==> src/inc/aors_pkg.sv <==
// Purpose: constants, types and helpers of the converter offset/result/timing block
// Assumes: byte registers on a 32-bit bus, one word per register
// Notes: byte address of a register is four times its index

package aors_pkg;

   // =========================================================
   // register map
   localparam int unsigned ADDR_W     = 14;
   localparam logic [11:0] IDX_CTRL   = 12'hf70;
   localparam logic [11:0] IDX_OFFSET = 12'hf75;
   localparam logic [11:0] IDX_RES_HI = 12'hf76;
   localparam logic [11:0] IDX_RES_LO = 12'hf77;
   localparam logic [11:0] IDX_TIMING = 12'hf78;

   localparam logic [7:0]  CTRL_RST   = 8'h00;
   localparam logic [7:0]  OFFSET_RST = 8'h00;
   localparam logic [7:0]  TIMING_RST = 8'h00;
   localparam logic [13:0] RESULT_RST = 14'h0000;
   localparam logic [7:0]  RES_LO_RST = 8'h00;
   localparam int unsigned BUSY_BIT   = 7;

   // =========================================================
   // fields and codes
   typedef struct packed {
      logic [1:0] reserved;
      logic [1:0] input_mode_select;
      logic       result_format_signed;
      logic       resolution_select;
      logic [1:0] start_code;
   } aors_ctrl_t;

   typedef struct packed {
      logic [3:0] sampling_time_field;
      logic [3:0] settling_time_field;
   } aors_timing_t;

   localparam logic [1:0]  START_NORMAL = 2'h1;
   localparam logic [1:0]  START_CAL    = 2'h2;
   localparam int unsigned CNT_W        = 11;
   localparam logic [10:0] SETTLE_FIXED = 11'h001;

   typedef enum logic [1:0] {
      ST_IDLE    = 2'h0,
      ST_SAMPLE  = 2'h1,
      ST_SETTLE  = 2'h3,
      ST_CONVERT = 2'h2
   } aors_state_t;

   // =========================================================
   // helpers
   function automatic logic [10:0] sample_clocks(input logic [3:0] code);
      logic [10:0] n;
      n = 11'h002;
      unique case (code)
         4'h0, 4'h1: n = 11'h002;
         4'h2: n = 11'h004;
         4'h3: n = 11'h008;
         4'h4: n = 11'h010;
         4'h5: n = 11'h020;
         4'h6: n = 11'h040;
         4'h7: n = 11'h060;
         4'h8: n = 11'h080;
         4'h9: n = 11'h0c0;
         4'ha: n = 11'h100;
         4'hb: n = 11'h140;
         4'hc: n = 11'h180;
         4'hd: n = 11'h200;
         4'he: n = 11'h300;
         4'hf: n = 11'h400;
      endcase
      return n;
   endfunction

   // clears the two low bits that do not exist at 12-bit resolution
   function automatic logic [7:0] lo_mask(input logic res14, input logic [7:0] v);
      return res14 ? v : {v[7:2], 2'h0};
   endfunction

endpackage

==> src/verilog/aors_top.sv <==
// Purpose: offset calibration, split result and sample timing of the converter
// Assumes: converter core on core_clk returns conv_raw with a conv_done pulse
// Notes: converter clock is a one-cycle enable every ADC_DIV core clocks
//
// The Avalon-MM interface to the registers was left to the implementer.
`timescale 1ns/10ps

module aors_top #(
   parameter int unsigned ADC_DIV = 4
)(
   // clock and reset
   input  wire logic        core_clk,
   input  wire logic        nrst,
   // avalon-mm slave
   input  wire logic [13:0] av_address,
   input  wire logic        av_read,
   input  wire logic        av_write,
   input  wire logic [31:0] av_writedata,
   output logic      [31:0] av_readdata,
   output logic             av_waitrequest,
   // event system
   input  wire logic        event_trigger,
   // converter core
   input  wire logic [13:0] conv_raw,
   input  wire logic        conv_done,
   output logic             sample_en,
   output logic             conv_start,
   output logic             conv_busy,
   output aors_pkg::aors_ctrl_t conv_ctrl
);

   // =========================================================
   // reset release
   logic rst_meta_r;
   logic rst_n_r;

   always_ff @(posedge core_clk or negedge nrst)
   begin
      if (!nrst)
      begin
         rst_meta_r <= 1'b0;
         rst_n_r    <= 1'b0;
      end
      else
      begin
         rst_meta_r <= 1'b1;
         rst_n_r    <= rst_meta_r;
      end
   end

   // =========================================================
   // converter clock enable
   localparam logic [7:0] DIV_LAST = 8'(ADC_DIV - 1);
   logic [7:0] div_r;
   logic       adc_ce;

   assign adc_ce = (div_r == DIV_LAST);

   always_ff @(posedge core_clk or negedge rst_n_r)
   begin
      if (!rst_n_r)
         div_r <= 8'h00;
      else if (adc_ce)
         div_r <= 8'h00;
      else
         div_r <= div_r + 8'h01;
   end

   // =========================================================
   // bus slave: one wait cycle per access
   logic        ack_r;
   logic        wr_en;
   logic        rd_en;
   logic [11:0] idx;
   logic [7:0]  rd_mux;
   logic [31:0] rdata_r;

   assign idx            = av_address[13:2];
   assign av_waitrequest = (av_read | av_write) & ~ack_r;
   assign wr_en          = av_write & ack_r;
   assign rd_en          = av_read & ack_r;
   assign av_readdata    = rdata_r;

   always_ff @(posedge core_clk or negedge rst_n_r)
   begin
      if (!rst_n_r)
         ack_r <= 1'b0;
      else
         ack_r <= (av_read | av_write) & ~ack_r;
   end

   // =========================================================
   // registers
   aors_pkg::aors_ctrl_t   ctrl_r;
   aors_pkg::aors_timing_t timing_r;
   aors_pkg::aors_state_t  state_r;
   logic [7:0]  offset_r;
   logic [13:0] result_r;
   logic [7:0]  res_lo_r;
   logic        cal_r;
   logic        res14;
   logic        done_ok;

   assign res14   = ctrl_r.resolution_select;
   assign done_ok = conv_done & (state_r == aors_pkg::ST_CONVERT);

   always_comb
   begin
      rd_mux = 8'h00;
      unique case (idx)
         aors_pkg::IDX_CTRL:
         begin
            rd_mux = {conv_busy, 1'b0, ctrl_r[5:2], 2'h0};
         end
         aors_pkg::IDX_OFFSET: rd_mux = offset_r;
         aors_pkg::IDX_RES_HI: rd_mux = {2'h0, result_r[13:8]};
         aors_pkg::IDX_RES_LO: rd_mux = res_lo_r;
         aors_pkg::IDX_TIMING: rd_mux = timing_r;
         default:              rd_mux = 8'h00;
      endcase
   end

   always_ff @(posedge core_clk or negedge rst_n_r)
   begin
      if (!rst_n_r)
         rdata_r <= 32'h0000_0000;
      else if (av_read & ~ack_r)
         rdata_r <= {24'h00_0000, rd_mux};
   end

   always_ff @(posedge core_clk or negedge rst_n_r)
   begin
      if (!rst_n_r)
         ctrl_r <= aors_pkg::CTRL_RST;
      else if (wr_en && idx == aors_pkg::IDX_CTRL)
         ctrl_r <= {2'h0, av_writedata[5:2], 2'h0};
   end

   always_ff @(posedge core_clk or negedge rst_n_r)
   begin
      if (!rst_n_r)
         timing_r <= aors_pkg::TIMING_RST;
      else if (wr_en && idx == aors_pkg::IDX_TIMING)
         timing_r <= av_writedata[7:0];
   end

   assign conv_ctrl = ctrl_r;

   // =========================================================
   // correction and calibration arithmetic
   logic [13:0] frame;
   logic [7:0]  off_eff;
   logic [14:0] diff;
   logic [13:0] corr_val;
   logic [13:0] new_result;
   logic [7:0]  cal_val;

   assign frame   = {conv_raw[13:8], aors_pkg::lo_mask(res14, conv_raw[7:0])};
   assign off_eff = aors_pkg::lo_mask(res14, offset_r);
   assign diff    = {frame[13], frame} - {{7{off_eff[7]}}, off_eff};

   always_comb
   begin
      corr_val = diff[13:0];
      if (diff[14] != diff[13])
         corr_val = diff[14] ? 14'h2000 : 14'h1fff;
      corr_val = {corr_val[13:8], aors_pkg::lo_mask(res14, corr_val[7:0])};
   end

   // hardware correction only in signed format
   assign new_result = ctrl_r.result_format_signed ? corr_val : frame;

   always_comb
   begin
      cal_val = frame[7:0];
      if (frame[13:7] != {7{frame[13]}})
         cal_val = frame[13] ? 8'h80 : 8'h7f;
      cal_val = aors_pkg::lo_mask(res14, cal_val);
   end

   always_ff @(posedge core_clk or negedge rst_n_r)
   begin
      if (!rst_n_r)
         offset_r <= aors_pkg::OFFSET_RST;
      else if (done_ok && cal_r)
         offset_r <= cal_val;
      else if (wr_en && idx == aors_pkg::IDX_OFFSET)
         offset_r <= av_writedata[7:0];
   end

   always_ff @(posedge core_clk or negedge rst_n_r)
   begin
      if (!rst_n_r)
         result_r <= aors_pkg::RESULT_RST;
      else if (done_ok && !cal_r)
         result_r <= new_result;
   end

   // low byte follows only a completed high byte read
   always_ff @(posedge core_clk or negedge rst_n_r)
   begin
      if (!rst_n_r)
         res_lo_r <= aors_pkg::RES_LO_RST;
      else if (rd_en && idx == aors_pkg::IDX_RES_HI)
         res_lo_r <= aors_pkg::lo_mask(res14, result_r[7:0]);
   end

   // =========================================================
   // sequencer: sample, settle, convert
   localparam int unsigned CNT_W = aors_pkg::CNT_W;
   logic              start_sw;
   logic              start_any;
   logic [1:0]        wr_code;
   logic [CNT_W-1:0]  cnt_r;
   logic [10:0]       settle_n;

   assign wr_code   = av_writedata[1:0];
   assign start_sw  = wr_en && idx == aors_pkg::IDX_CTRL &&
                      (wr_code == aors_pkg::START_NORMAL || wr_code == aors_pkg::START_CAL);
   assign start_any = start_sw | event_trigger;
   assign settle_n  = ctrl_r.input_mode_select[1] ?
                      {7'h00, timing_r.settling_time_field} + 11'h001
                      : aors_pkg::SETTLE_FIXED;
   assign sample_en = (state_r == aors_pkg::ST_SAMPLE);
   assign conv_busy = (state_r != aors_pkg::ST_IDLE);

   always_ff @(posedge core_clk or negedge rst_n_r)
   begin
      if (!rst_n_r)
      begin
         state_r    <= aors_pkg::ST_IDLE;
         cnt_r      <= '0;
         cal_r      <= 1'b0;
         conv_start <= 1'b0;
      end
      else
      begin
         conv_start <= 1'b0;
         unique case (state_r)
            aors_pkg::ST_IDLE:
            begin
               if (start_any)
               begin
                  state_r <= aors_pkg::ST_SAMPLE;
                  cnt_r   <= aors_pkg::sample_clocks(timing_r.sampling_time_field);
                  cal_r   <= start_sw && wr_code == aors_pkg::START_CAL;
               end
            end
            aors_pkg::ST_SAMPLE:
            begin
               if (adc_ce)
               begin
                  if (cnt_r == 11'h001)
                  begin
                     state_r <= aors_pkg::ST_SETTLE;
                     cnt_r   <= settle_n;
                  end
                  else
                     cnt_r <= cnt_r - 11'h001;
               end
            end
            aors_pkg::ST_SETTLE:
            begin
               if (adc_ce)
               begin
                  if (cnt_r == 11'h001)
                  begin
                     state_r    <= aors_pkg::ST_CONVERT;
                     conv_start <= 1'b1;
                  end
                  else
                     cnt_r <= cnt_r - 11'h001;
               end
            end
            aors_pkg::ST_CONVERT:
            begin
               if (conv_done)
                  state_r <= aors_pkg::ST_IDLE;
            end
         endcase
      end
   end

   // =========================================================
   // checks
   a_sample_load: assert property (@(posedge core_clk) disable iff (!rst_n_r)
      state_r == aors_pkg::ST_IDLE && start_any |=>
      cnt_r == aors_pkg::sample_clocks($past(timing_r.sampling_time_field)))
      else $error("sampling count not loaded from table");

   a_settle_fixed: assert property (@(posedge core_clk) disable iff (!rst_n_r)
      $rose(state_r == aors_pkg::ST_SETTLE) && !ctrl_r.input_mode_select[1]
      |-> cnt_r == 11'h001)
      else $error("fixed settling is not one clock");

   a_settle_field: assert property (@(posedge core_clk) disable iff (!rst_n_r)
      $rose(state_r == aors_pkg::ST_SETTLE) && ctrl_r.input_mode_select[1]
      |-> cnt_r == {7'h00, timing_r.settling_time_field} + 11'h001)
      else $error("settling count differs from field plus one");

   a_conv_order: assert property (@(posedge core_clk) disable iff (!rst_n_r)
      conv_start |-> $past(state_r) == aors_pkg::ST_SETTLE &&
      state_r == aors_pkg::ST_CONVERT)
      else $error("conversion started outside settling end");

   a_cal_store: assert property (@(posedge core_clk) disable iff (!rst_n_r)
      done_ok && cal_r |=> offset_r == $past(cal_val) && result_r == $past(result_r))
      else $error("calibration did not store offset");

   a_signed_corr: assert property (@(posedge core_clk) disable iff (!rst_n_r)
      done_ok && !cal_r && ctrl_r.result_format_signed |=> result_r == $past(corr_val))
      else $error("signed result not corrected");

   a_unsigned_raw: assert property (@(posedge core_clk) disable iff (!rst_n_r)
      done_ok && !cal_r && !ctrl_r.result_format_signed |=> result_r == $past(frame))
      else $error("unsigned result was altered");

   a_high_hold: assert property (@(posedge core_clk) disable iff (!rst_n_r)
      !(done_ok && !cal_r) |=> $stable(result_r))
      else $error("result changed without a conversion");

   a_low_latch: assert property (@(posedge core_clk) disable iff (!rst_n_r)
      rd_en && idx == aors_pkg::IDX_RES_HI |=>
      res_lo_r == aors_pkg::lo_mask($past(res14), $past(result_r[7:0])))
      else $error("low byte not latched on high read");

   a_low_stable: assert property (@(posedge core_clk) disable iff (!rst_n_r)
      !(rd_en && idx == aors_pkg::IDX_RES_HI) |=> $stable(res_lo_r))
      else $error("low byte moved without high read");

   a_low_reserved: assert property (@(posedge core_clk) disable iff (!rst_n_r)
      !res14 && $changed(res_lo_r) |-> res_lo_r[1:0] == 2'h0)
      else $error("12-bit low byte reserved bits set");

   a_sw_offset: assert property (@(posedge core_clk) disable iff (!rst_n_r)
      wr_en && idx == aors_pkg::IDX_OFFSET && !(done_ok && cal_r) |=>
      offset_r == $past(av_writedata[7:0]))
      else $error("offset write lost");

   a_one_wait: assert property (@(posedge core_clk) disable iff (!rst_n_r)
      av_waitrequest |=> !av_waitrequest)
      else $error("more than one wait cycle");

endmodule
==> config.mk <==
export PLATFORM = sky130hd
export DESIGN_NAME = aors_top
export DESIGN_NICKNAME = d
export VERILOG_FILES = /design/src/inc/aors_pkg.sv /design/src/verilog/aors_top.sv
export SDC_FILE = /design/constraint.sdc
export NUM_CORES = 1
export LEC_CHECK = 0
export BUFFER_PORTS_ARGS = -buffer_cell sky130_fd_sc_hd__buf_2
export CELL_PAD_IN_SITES_DETAIL_PLACEMENT = 0
export CELL_PAD_IN_SITES_GLOBAL_PLACEMENT = 1
export CORE_MARGIN = 2
export CORE_UTILIZATION = 45
export DETAILED_ROUTE_END_ITERATION = 10
export PLACE_DENSITY_LB_ADDON = 0.3
export SLEW_MARGIN = 30
export SYNTH_ARGS = -nofsm -noshare
export SYNTH_HDL_FRONTEND = slang
export SYNTH_SLANG_ARGS = --single-unit
==> constraint.sdc <==
create_clock -name core_clk -period 5.3 [get_ports core_clk]
set_input_delay 0.265 -clock core_clk [delete_from_list [all_inputs] [get_ports core_clk]]
set_output_delay 0.265 -clock core_clk [all_outputs]
set_load 0.005 [all_outputs]
-- Word-level counts from Yosys, hierarchy flattened
Memory sizes are Yosys's and may differ from the RTL's.
Cells that the tools add are included.
- register bits after elaboration: 76
- bits in read-only memories: 160
- output and inout bits: 44
- logic and storage cells: 99
- memories: 1
- add/sub/neg operators: 4
- equal/unequal tests: 21
- mux-type cells: 31
- bitwise gates (word level): 8
- reduce and logical (&&, ||, !) cells: 17
- memories (memory ; depth ; bits a word ; rd ports ; clocked after memory_dff ; wr ports ; RTL line ; RTL):
    (no name shown) ; 16 ; 10 ; 1 ; 0 ; 0 ; aors_pkg.sv:55 ; unique case (code)
- operators by type and width (cell ; count):
    equality test 12 bit, second input constant ; 5
    two-way mux 11 bit ; 5
    two-way mux 14 bit ; 3
    two-way mux 8 bit ; 5
    one-hot mux 8 bit (5 select lines) ; 1
    one-hot mux 11 bit (3 select lines) ; 1
    two-way mux 2 bit ; 11
    subtractor 14 x 8 -> 15 bit ; 1
    equality test 11 x 1 -> 1 bit, second input constant ; 1
    subtractor 11 x 1 -> 11 bit, second input constant ; 1
    != test 2 bit, second input constant ; 5
    adder 8 x 1 -> 8 bit, second input constant ; 1
    equality test 8 x 2 -> 1 bit, second input constant ; 1
    logical AND 1 bit ; 8
    one-hot mux 2 bit (4 select lines) ; 1
    equality test 2 bit, second input constant ; 3
    != test 6 bit ; 1
    AND reduction 6 bit ; 1
    adder 4 x 1 -> 5 bit, second input constant ; 1
    AND 1 bit ; 5
    two-way mux 5 bit ; 1
    AND reduction 5 bit ; 1
    equality test 2 x 1 -> 1 bit, second input constant ; 2
    != test 2 x 1 -> 1 bit, second input constant ; 2
    10 further kinds ; 14

-- Depth between registers and ports, before layout
- depth in word-level cells: 6
- gate-level depth with buffers: 13
- depth with buffers taken out: 11

-- Worst setup path before layout
Ideal clock, no wire load.
- path kind: register to register
- from: register ctrl_r (netlist bit res14)
- to: register result_r[10]
- arrival time: 2.808 ns
- required time: 5.156 ns
- path slack: 2.348 ns
- cell stages (with the launch flop): 13
- buffers on the path: 2
- path through: dfrtp_1 -> clkbuf_1 -> and2_1 -> ha_1 -> inv_1 -> fa_1 -> a211oi_1 -> o21a_1 -> o221ai_1 -> or2_2 -> a31oi_1 -> buf_4 -> a221oi_2
- word-level cells in the longest chain between the ends: 5
- RTL lines (element ; RTL line ; RTL):
    start: declaration ; aors_top.sv:94 ; aors_pkg::aors_ctrl_t ctrl_r;
    start signal: assignment ; aors_top.sv:134 ; ctrl_r <= aors_pkg::CTRL_RST;
    start signal: assignment ; aors_top.sv:136 ; ctrl_r <= {2'h0, av_writedata[5:2], 2'h0};
    two-way mux 2 bit ; aors_pkg.sv:77 ; return res14 ? v : {v[7:2], 2'h0};
    subtractor 14 x 8 -> 15 bit (*) ; aors_top.sv:160 ; assign diff = {frame[13], frame} - {{7{off_eff[7]}}, off_eff};
    two-way mux 14 bit / != test 1 bit (equally long branches) ; aors_top.sv:166, aors_top.sv:165 ;
    two-way mux 14 bit (*) ; aors_top.sv:165 ; if (diff[14] != diff[13])
    two-way mux 14 bit (*) ; aors_top.sv:171 ; assign new_result = ctrl_r.result_format_signed ? corr_val : frame;
    end signal: assignment ; aors_top.sv:194 ; result_r <= aors_pkg::RESULT_RST;
    end signal: assignment ; aors_top.sv:196 ; result_r <= new_result;
    end: declaration ; aors_top.sv:98 ; logic [13:0] result_r;
Mark *: on every way between the ends. The rest lies on a longest branch, timed or not.
A chain may end at the register's enable or synchronous reset.

-- Worst setup path after layout
- from: register ctrl_r (netlist bit res14)
- to: register result_r[2]
The elaborated chain is that of the path after synthesis.

==> results.py <==
metrics = {
    "die": {
        "start_util_pct": 45.7,
        "die_h_um": 111,
        "rows": 39,
        "die_w_um": 111,
        "ios": 110,
        "dieArea_um2": 12400,
        "core_um2": 11300,
    },
    "timing": {
        "holdWs_ns": 0.126,
        "fin_ws_ns": 1.64,
        "slew_viol_final": 0,
        "setup-violations-final": 0,
        "setup-tns-final_ns": 0,
        "maxSlewHeadroom_pct": 40.9,
        "rsz0062_at_grt": "false",
        "hold_violations": 0,
        "fin_crit_sh_pct": 69.1,
        "fmax_mhz": 273,
        "worst_slew_pin_slew_ns": 0.884,
        "layout_min_cycle_time_ns": 3.66,
        "skew_ns": 0.00671,
    },
    "power": {
        "p_per_area_nw_per_um2": 330,
        "p_total_uw": 1900,
        "ir_worst_vdd_mv": 0.178,
        "cellLeakagePower_uw": 0.00260,
    },
    "yosys": {
        "synthTopCellsByArea": "dfrtp_1 (37%), ha_1 (5.3%), buf_4 (4.4%)",
        "synth_flop_cell": "dfrtp_1",
        "ys_types": 66,
        "ys_ff_latch": 76,
        "synth_area_um2": 5170,
        "synth_area_per_cell_um2": 9.03,
        "async_reset_ff_share_pct": 100,
        "yosys.area.top_type": "dfrtp_1",
        "ys_seq_area_share_pct": 36.8,
        "synthCells": 573,
        "synth_top_area_share_pct": 36.8,
        "yosys_warnings": 0,
        "synth_edf_count": 0,
    },
    "worst_setup_path": {
        "critPathKind": "register to register",
        "cp.arrival_ns": 3.82,
        "required_ns": 5.46,
        "rr_worst_depth": 10,
        "reg2reg_from": "res14",
        "cp-end-kind": "register",
        "critical_path.startpoint_type": "register",
        "r2r-end": "result_r[2]",
        "cp_max_fo": 13,
        "rrSetupSlack_ns": 1.64,
    },
    "global_routing": {
        "antenna_found_initial": 0,
        "track_usage_pct": 21.4,
        "grt_pass1_vias": 4167,
        "grt_first_pass_wirelength_um": 21500,
        "grt_max_degree": 75,
        "overflow": 0,
    },
    "place": {
        "io_buffers": 55,
        "place_congestion": 0.884,
        "hpwl_um": 9690,
        "dp_slack_ns": 1.69,
    },
    "final_layout": {
        "drive_gt1_share_pct": 19.5,
        "seqCellArea_um2": 1900,
        "area_growth_pct": 11.2,
        "diodes": 0,
        "fill_cells": 1107,
        "nNetsFinal": 705,
        "multi_input_area_um2": 2930,
    },
    "clock_tree": {
        "cts_tree": "yes",
        "cts_buffers": 9,
        "ctsRootBufferMaster": "clkbuf_16",
        "cts_buffer_depth": 2,
        "cts_max_level": 3,
        "clkLatencyLatePin_ns": 0.34,
        "path_clk_slew_ns": 0.06,
        "clock-sinks": 76,
    },
    "job": {
        "drv_cap": 0,
    },
    "min_path": {
        "hold_path_class": "input pin to register",
        "hp-start": "conv_done",
        "worstHoldEndpoint": "state_r[1]",
        "holdPathStages": 2,
    },
    "detailed_routing": {
        "routed_wirelength_um": 13000,
        "antenna_left": 0,
        "first_pass_iters": 5,
        "wl_per_cell_um": 17.1,
        "vias_per_cell": 5.69,
        "drtIter0Drc": 287,
        "drc_errors": 0,
        "vias": 4344,
    },
    "outcome": {
        "status": "finished, final reports clean",
    },
}
==> critical path, stage by stage, from the launching register on <==
cell and delay (ns):
dfrtp_1 0.57, and2_1 0.19, ha_1 0.16, inv_1 0.06, fa_1 0.42, a211oi_1 0.33, o21a_1 0.25, o221ai_1 0.22
or2_2 0.34, a31oi_2 0.72, a221oi_1 0.22
==> cell type report <==
cell class	count	share of cell area, %
repair buffers	58	5.28
well taps	143	3.11
inverters	26	1.70
multi-input cells	445	50.9
clock inverters	6	1.96
flip-flops and latches	76	33.1
clock buffers	10	3.98
==> through the flow <==
step / instance area, µm² / cells / util (%)
floorplan: 5270 / 600 / -
global placement: 5400 / 747 / 47.7
detailed placement: 5400 / 747 / 47.7
CTS: 5750 / 764 / 50.8
global route: 5750 / 764 / 50.8
finish: 5750 / 764 / 50.8
==> state kept, by name, summed over array words and instances, names as in the netlist, 2 cells and up <==
| register | flops |
|---|---|
| div_r | 8 |
| res_lo_r | 8 |
| av_readdata | 8 |
| offset_r | 8 |
| state_r | 2 |
| timing_r | 8 |
| cnt_r | 11 |
| result_r | 14 |
| conv_ctrl | 3 |
==> synthesized netlist by cell type, types with 6 or more instances <==
library cell / instances
dfrtp_1: 76
nor2_1: 59
nand2_1: 54
buf_4: 30
inv_1: 26
o21ai_0: 25
a21oi_1: 24
ha_1: 22
nand3_1: 20
o21ai_1: 20
mux2_2: 19
a31oi_1: 14
nor3_1: 13
xnor2_1: 11
clkbuf_1: 10
o211ai_1: 10
a221oi_2: 9
a22o_1: 8
buf_2: 8
a211oi_1: 7
a221oi_1: 6
and3_1: 6
nor2b_1: 6
==> worst max-delay path by stage <==
stage           from            to  slack, ns  cells past startpoint
5_1_grt        res14   result_r[2]       1.41                     10
3_5_place_dp   res14   result_r[2]       1.69                     10
2_1_floorplan  res14  result_r[10]       2.35                     12
3_3_place_gp   res14   result_r[2]       1.76                     10
4_1_cts        res14   result_r[2]       1.67                     10
6_report       res14   result_r[2]       1.64                     10
==> kinds of logic after synthesis <==
logic type / synth area share (%)
fa+ha+maj: 5.71
xor+xnor: 2.71
mux: 5.37
compound gates: 22.3
other cells: 0.145
flops: 36.8
buf+inv: 8.83
simple gates: 18.2
==> routing by layer <==
layer | track usage [%] | vias to the layer above | share of wire (%)
met5 | 0 | - | 0
met4 | 4.94 | 0 | 1.1
met3 | 3.28 | 12 | 4.2
met2 | 33.8 | 114 | 45
met1 | 31.1 | 2100 | 50
li1 | - | 2118 | -
==> layout by cell type, fill, tap and decap left out, drive strengths merged, types with 4 or more instances in the layout <==
master,count
dfrtp,76
inv,27
a22o,8
o21a,4
clkbuf,10
and2,4
or2,4
conb,29
nor4,4
o21ai,45
nand4,5
a31oi,14
a221oi,15
nand2,54
buf,57
nand3,20
mux2i,6
mux2,19
a21o,5
o211ai,10
nor2,61
nor2b,6
and3,6
nor3,14
nand2b,5
a21oi,24
a211oi,9
xor2,5
xnor2,11
ha,22
==> report_power, final <==
part,switching [µW],total [µW],internal (µW)
clock,251,713,462
sequential,89.4,770,680
combinational,248,416,168
total,588,1900,1310
==> what timing repair did <==
item                                   CTS  global route
buffers inserted                         0             0
hold buffers                             1             0
resized for setup                        0             0
endpoints found under the hold margin    2             0
No activity file was read; power rests on OpenSTA's default activity.
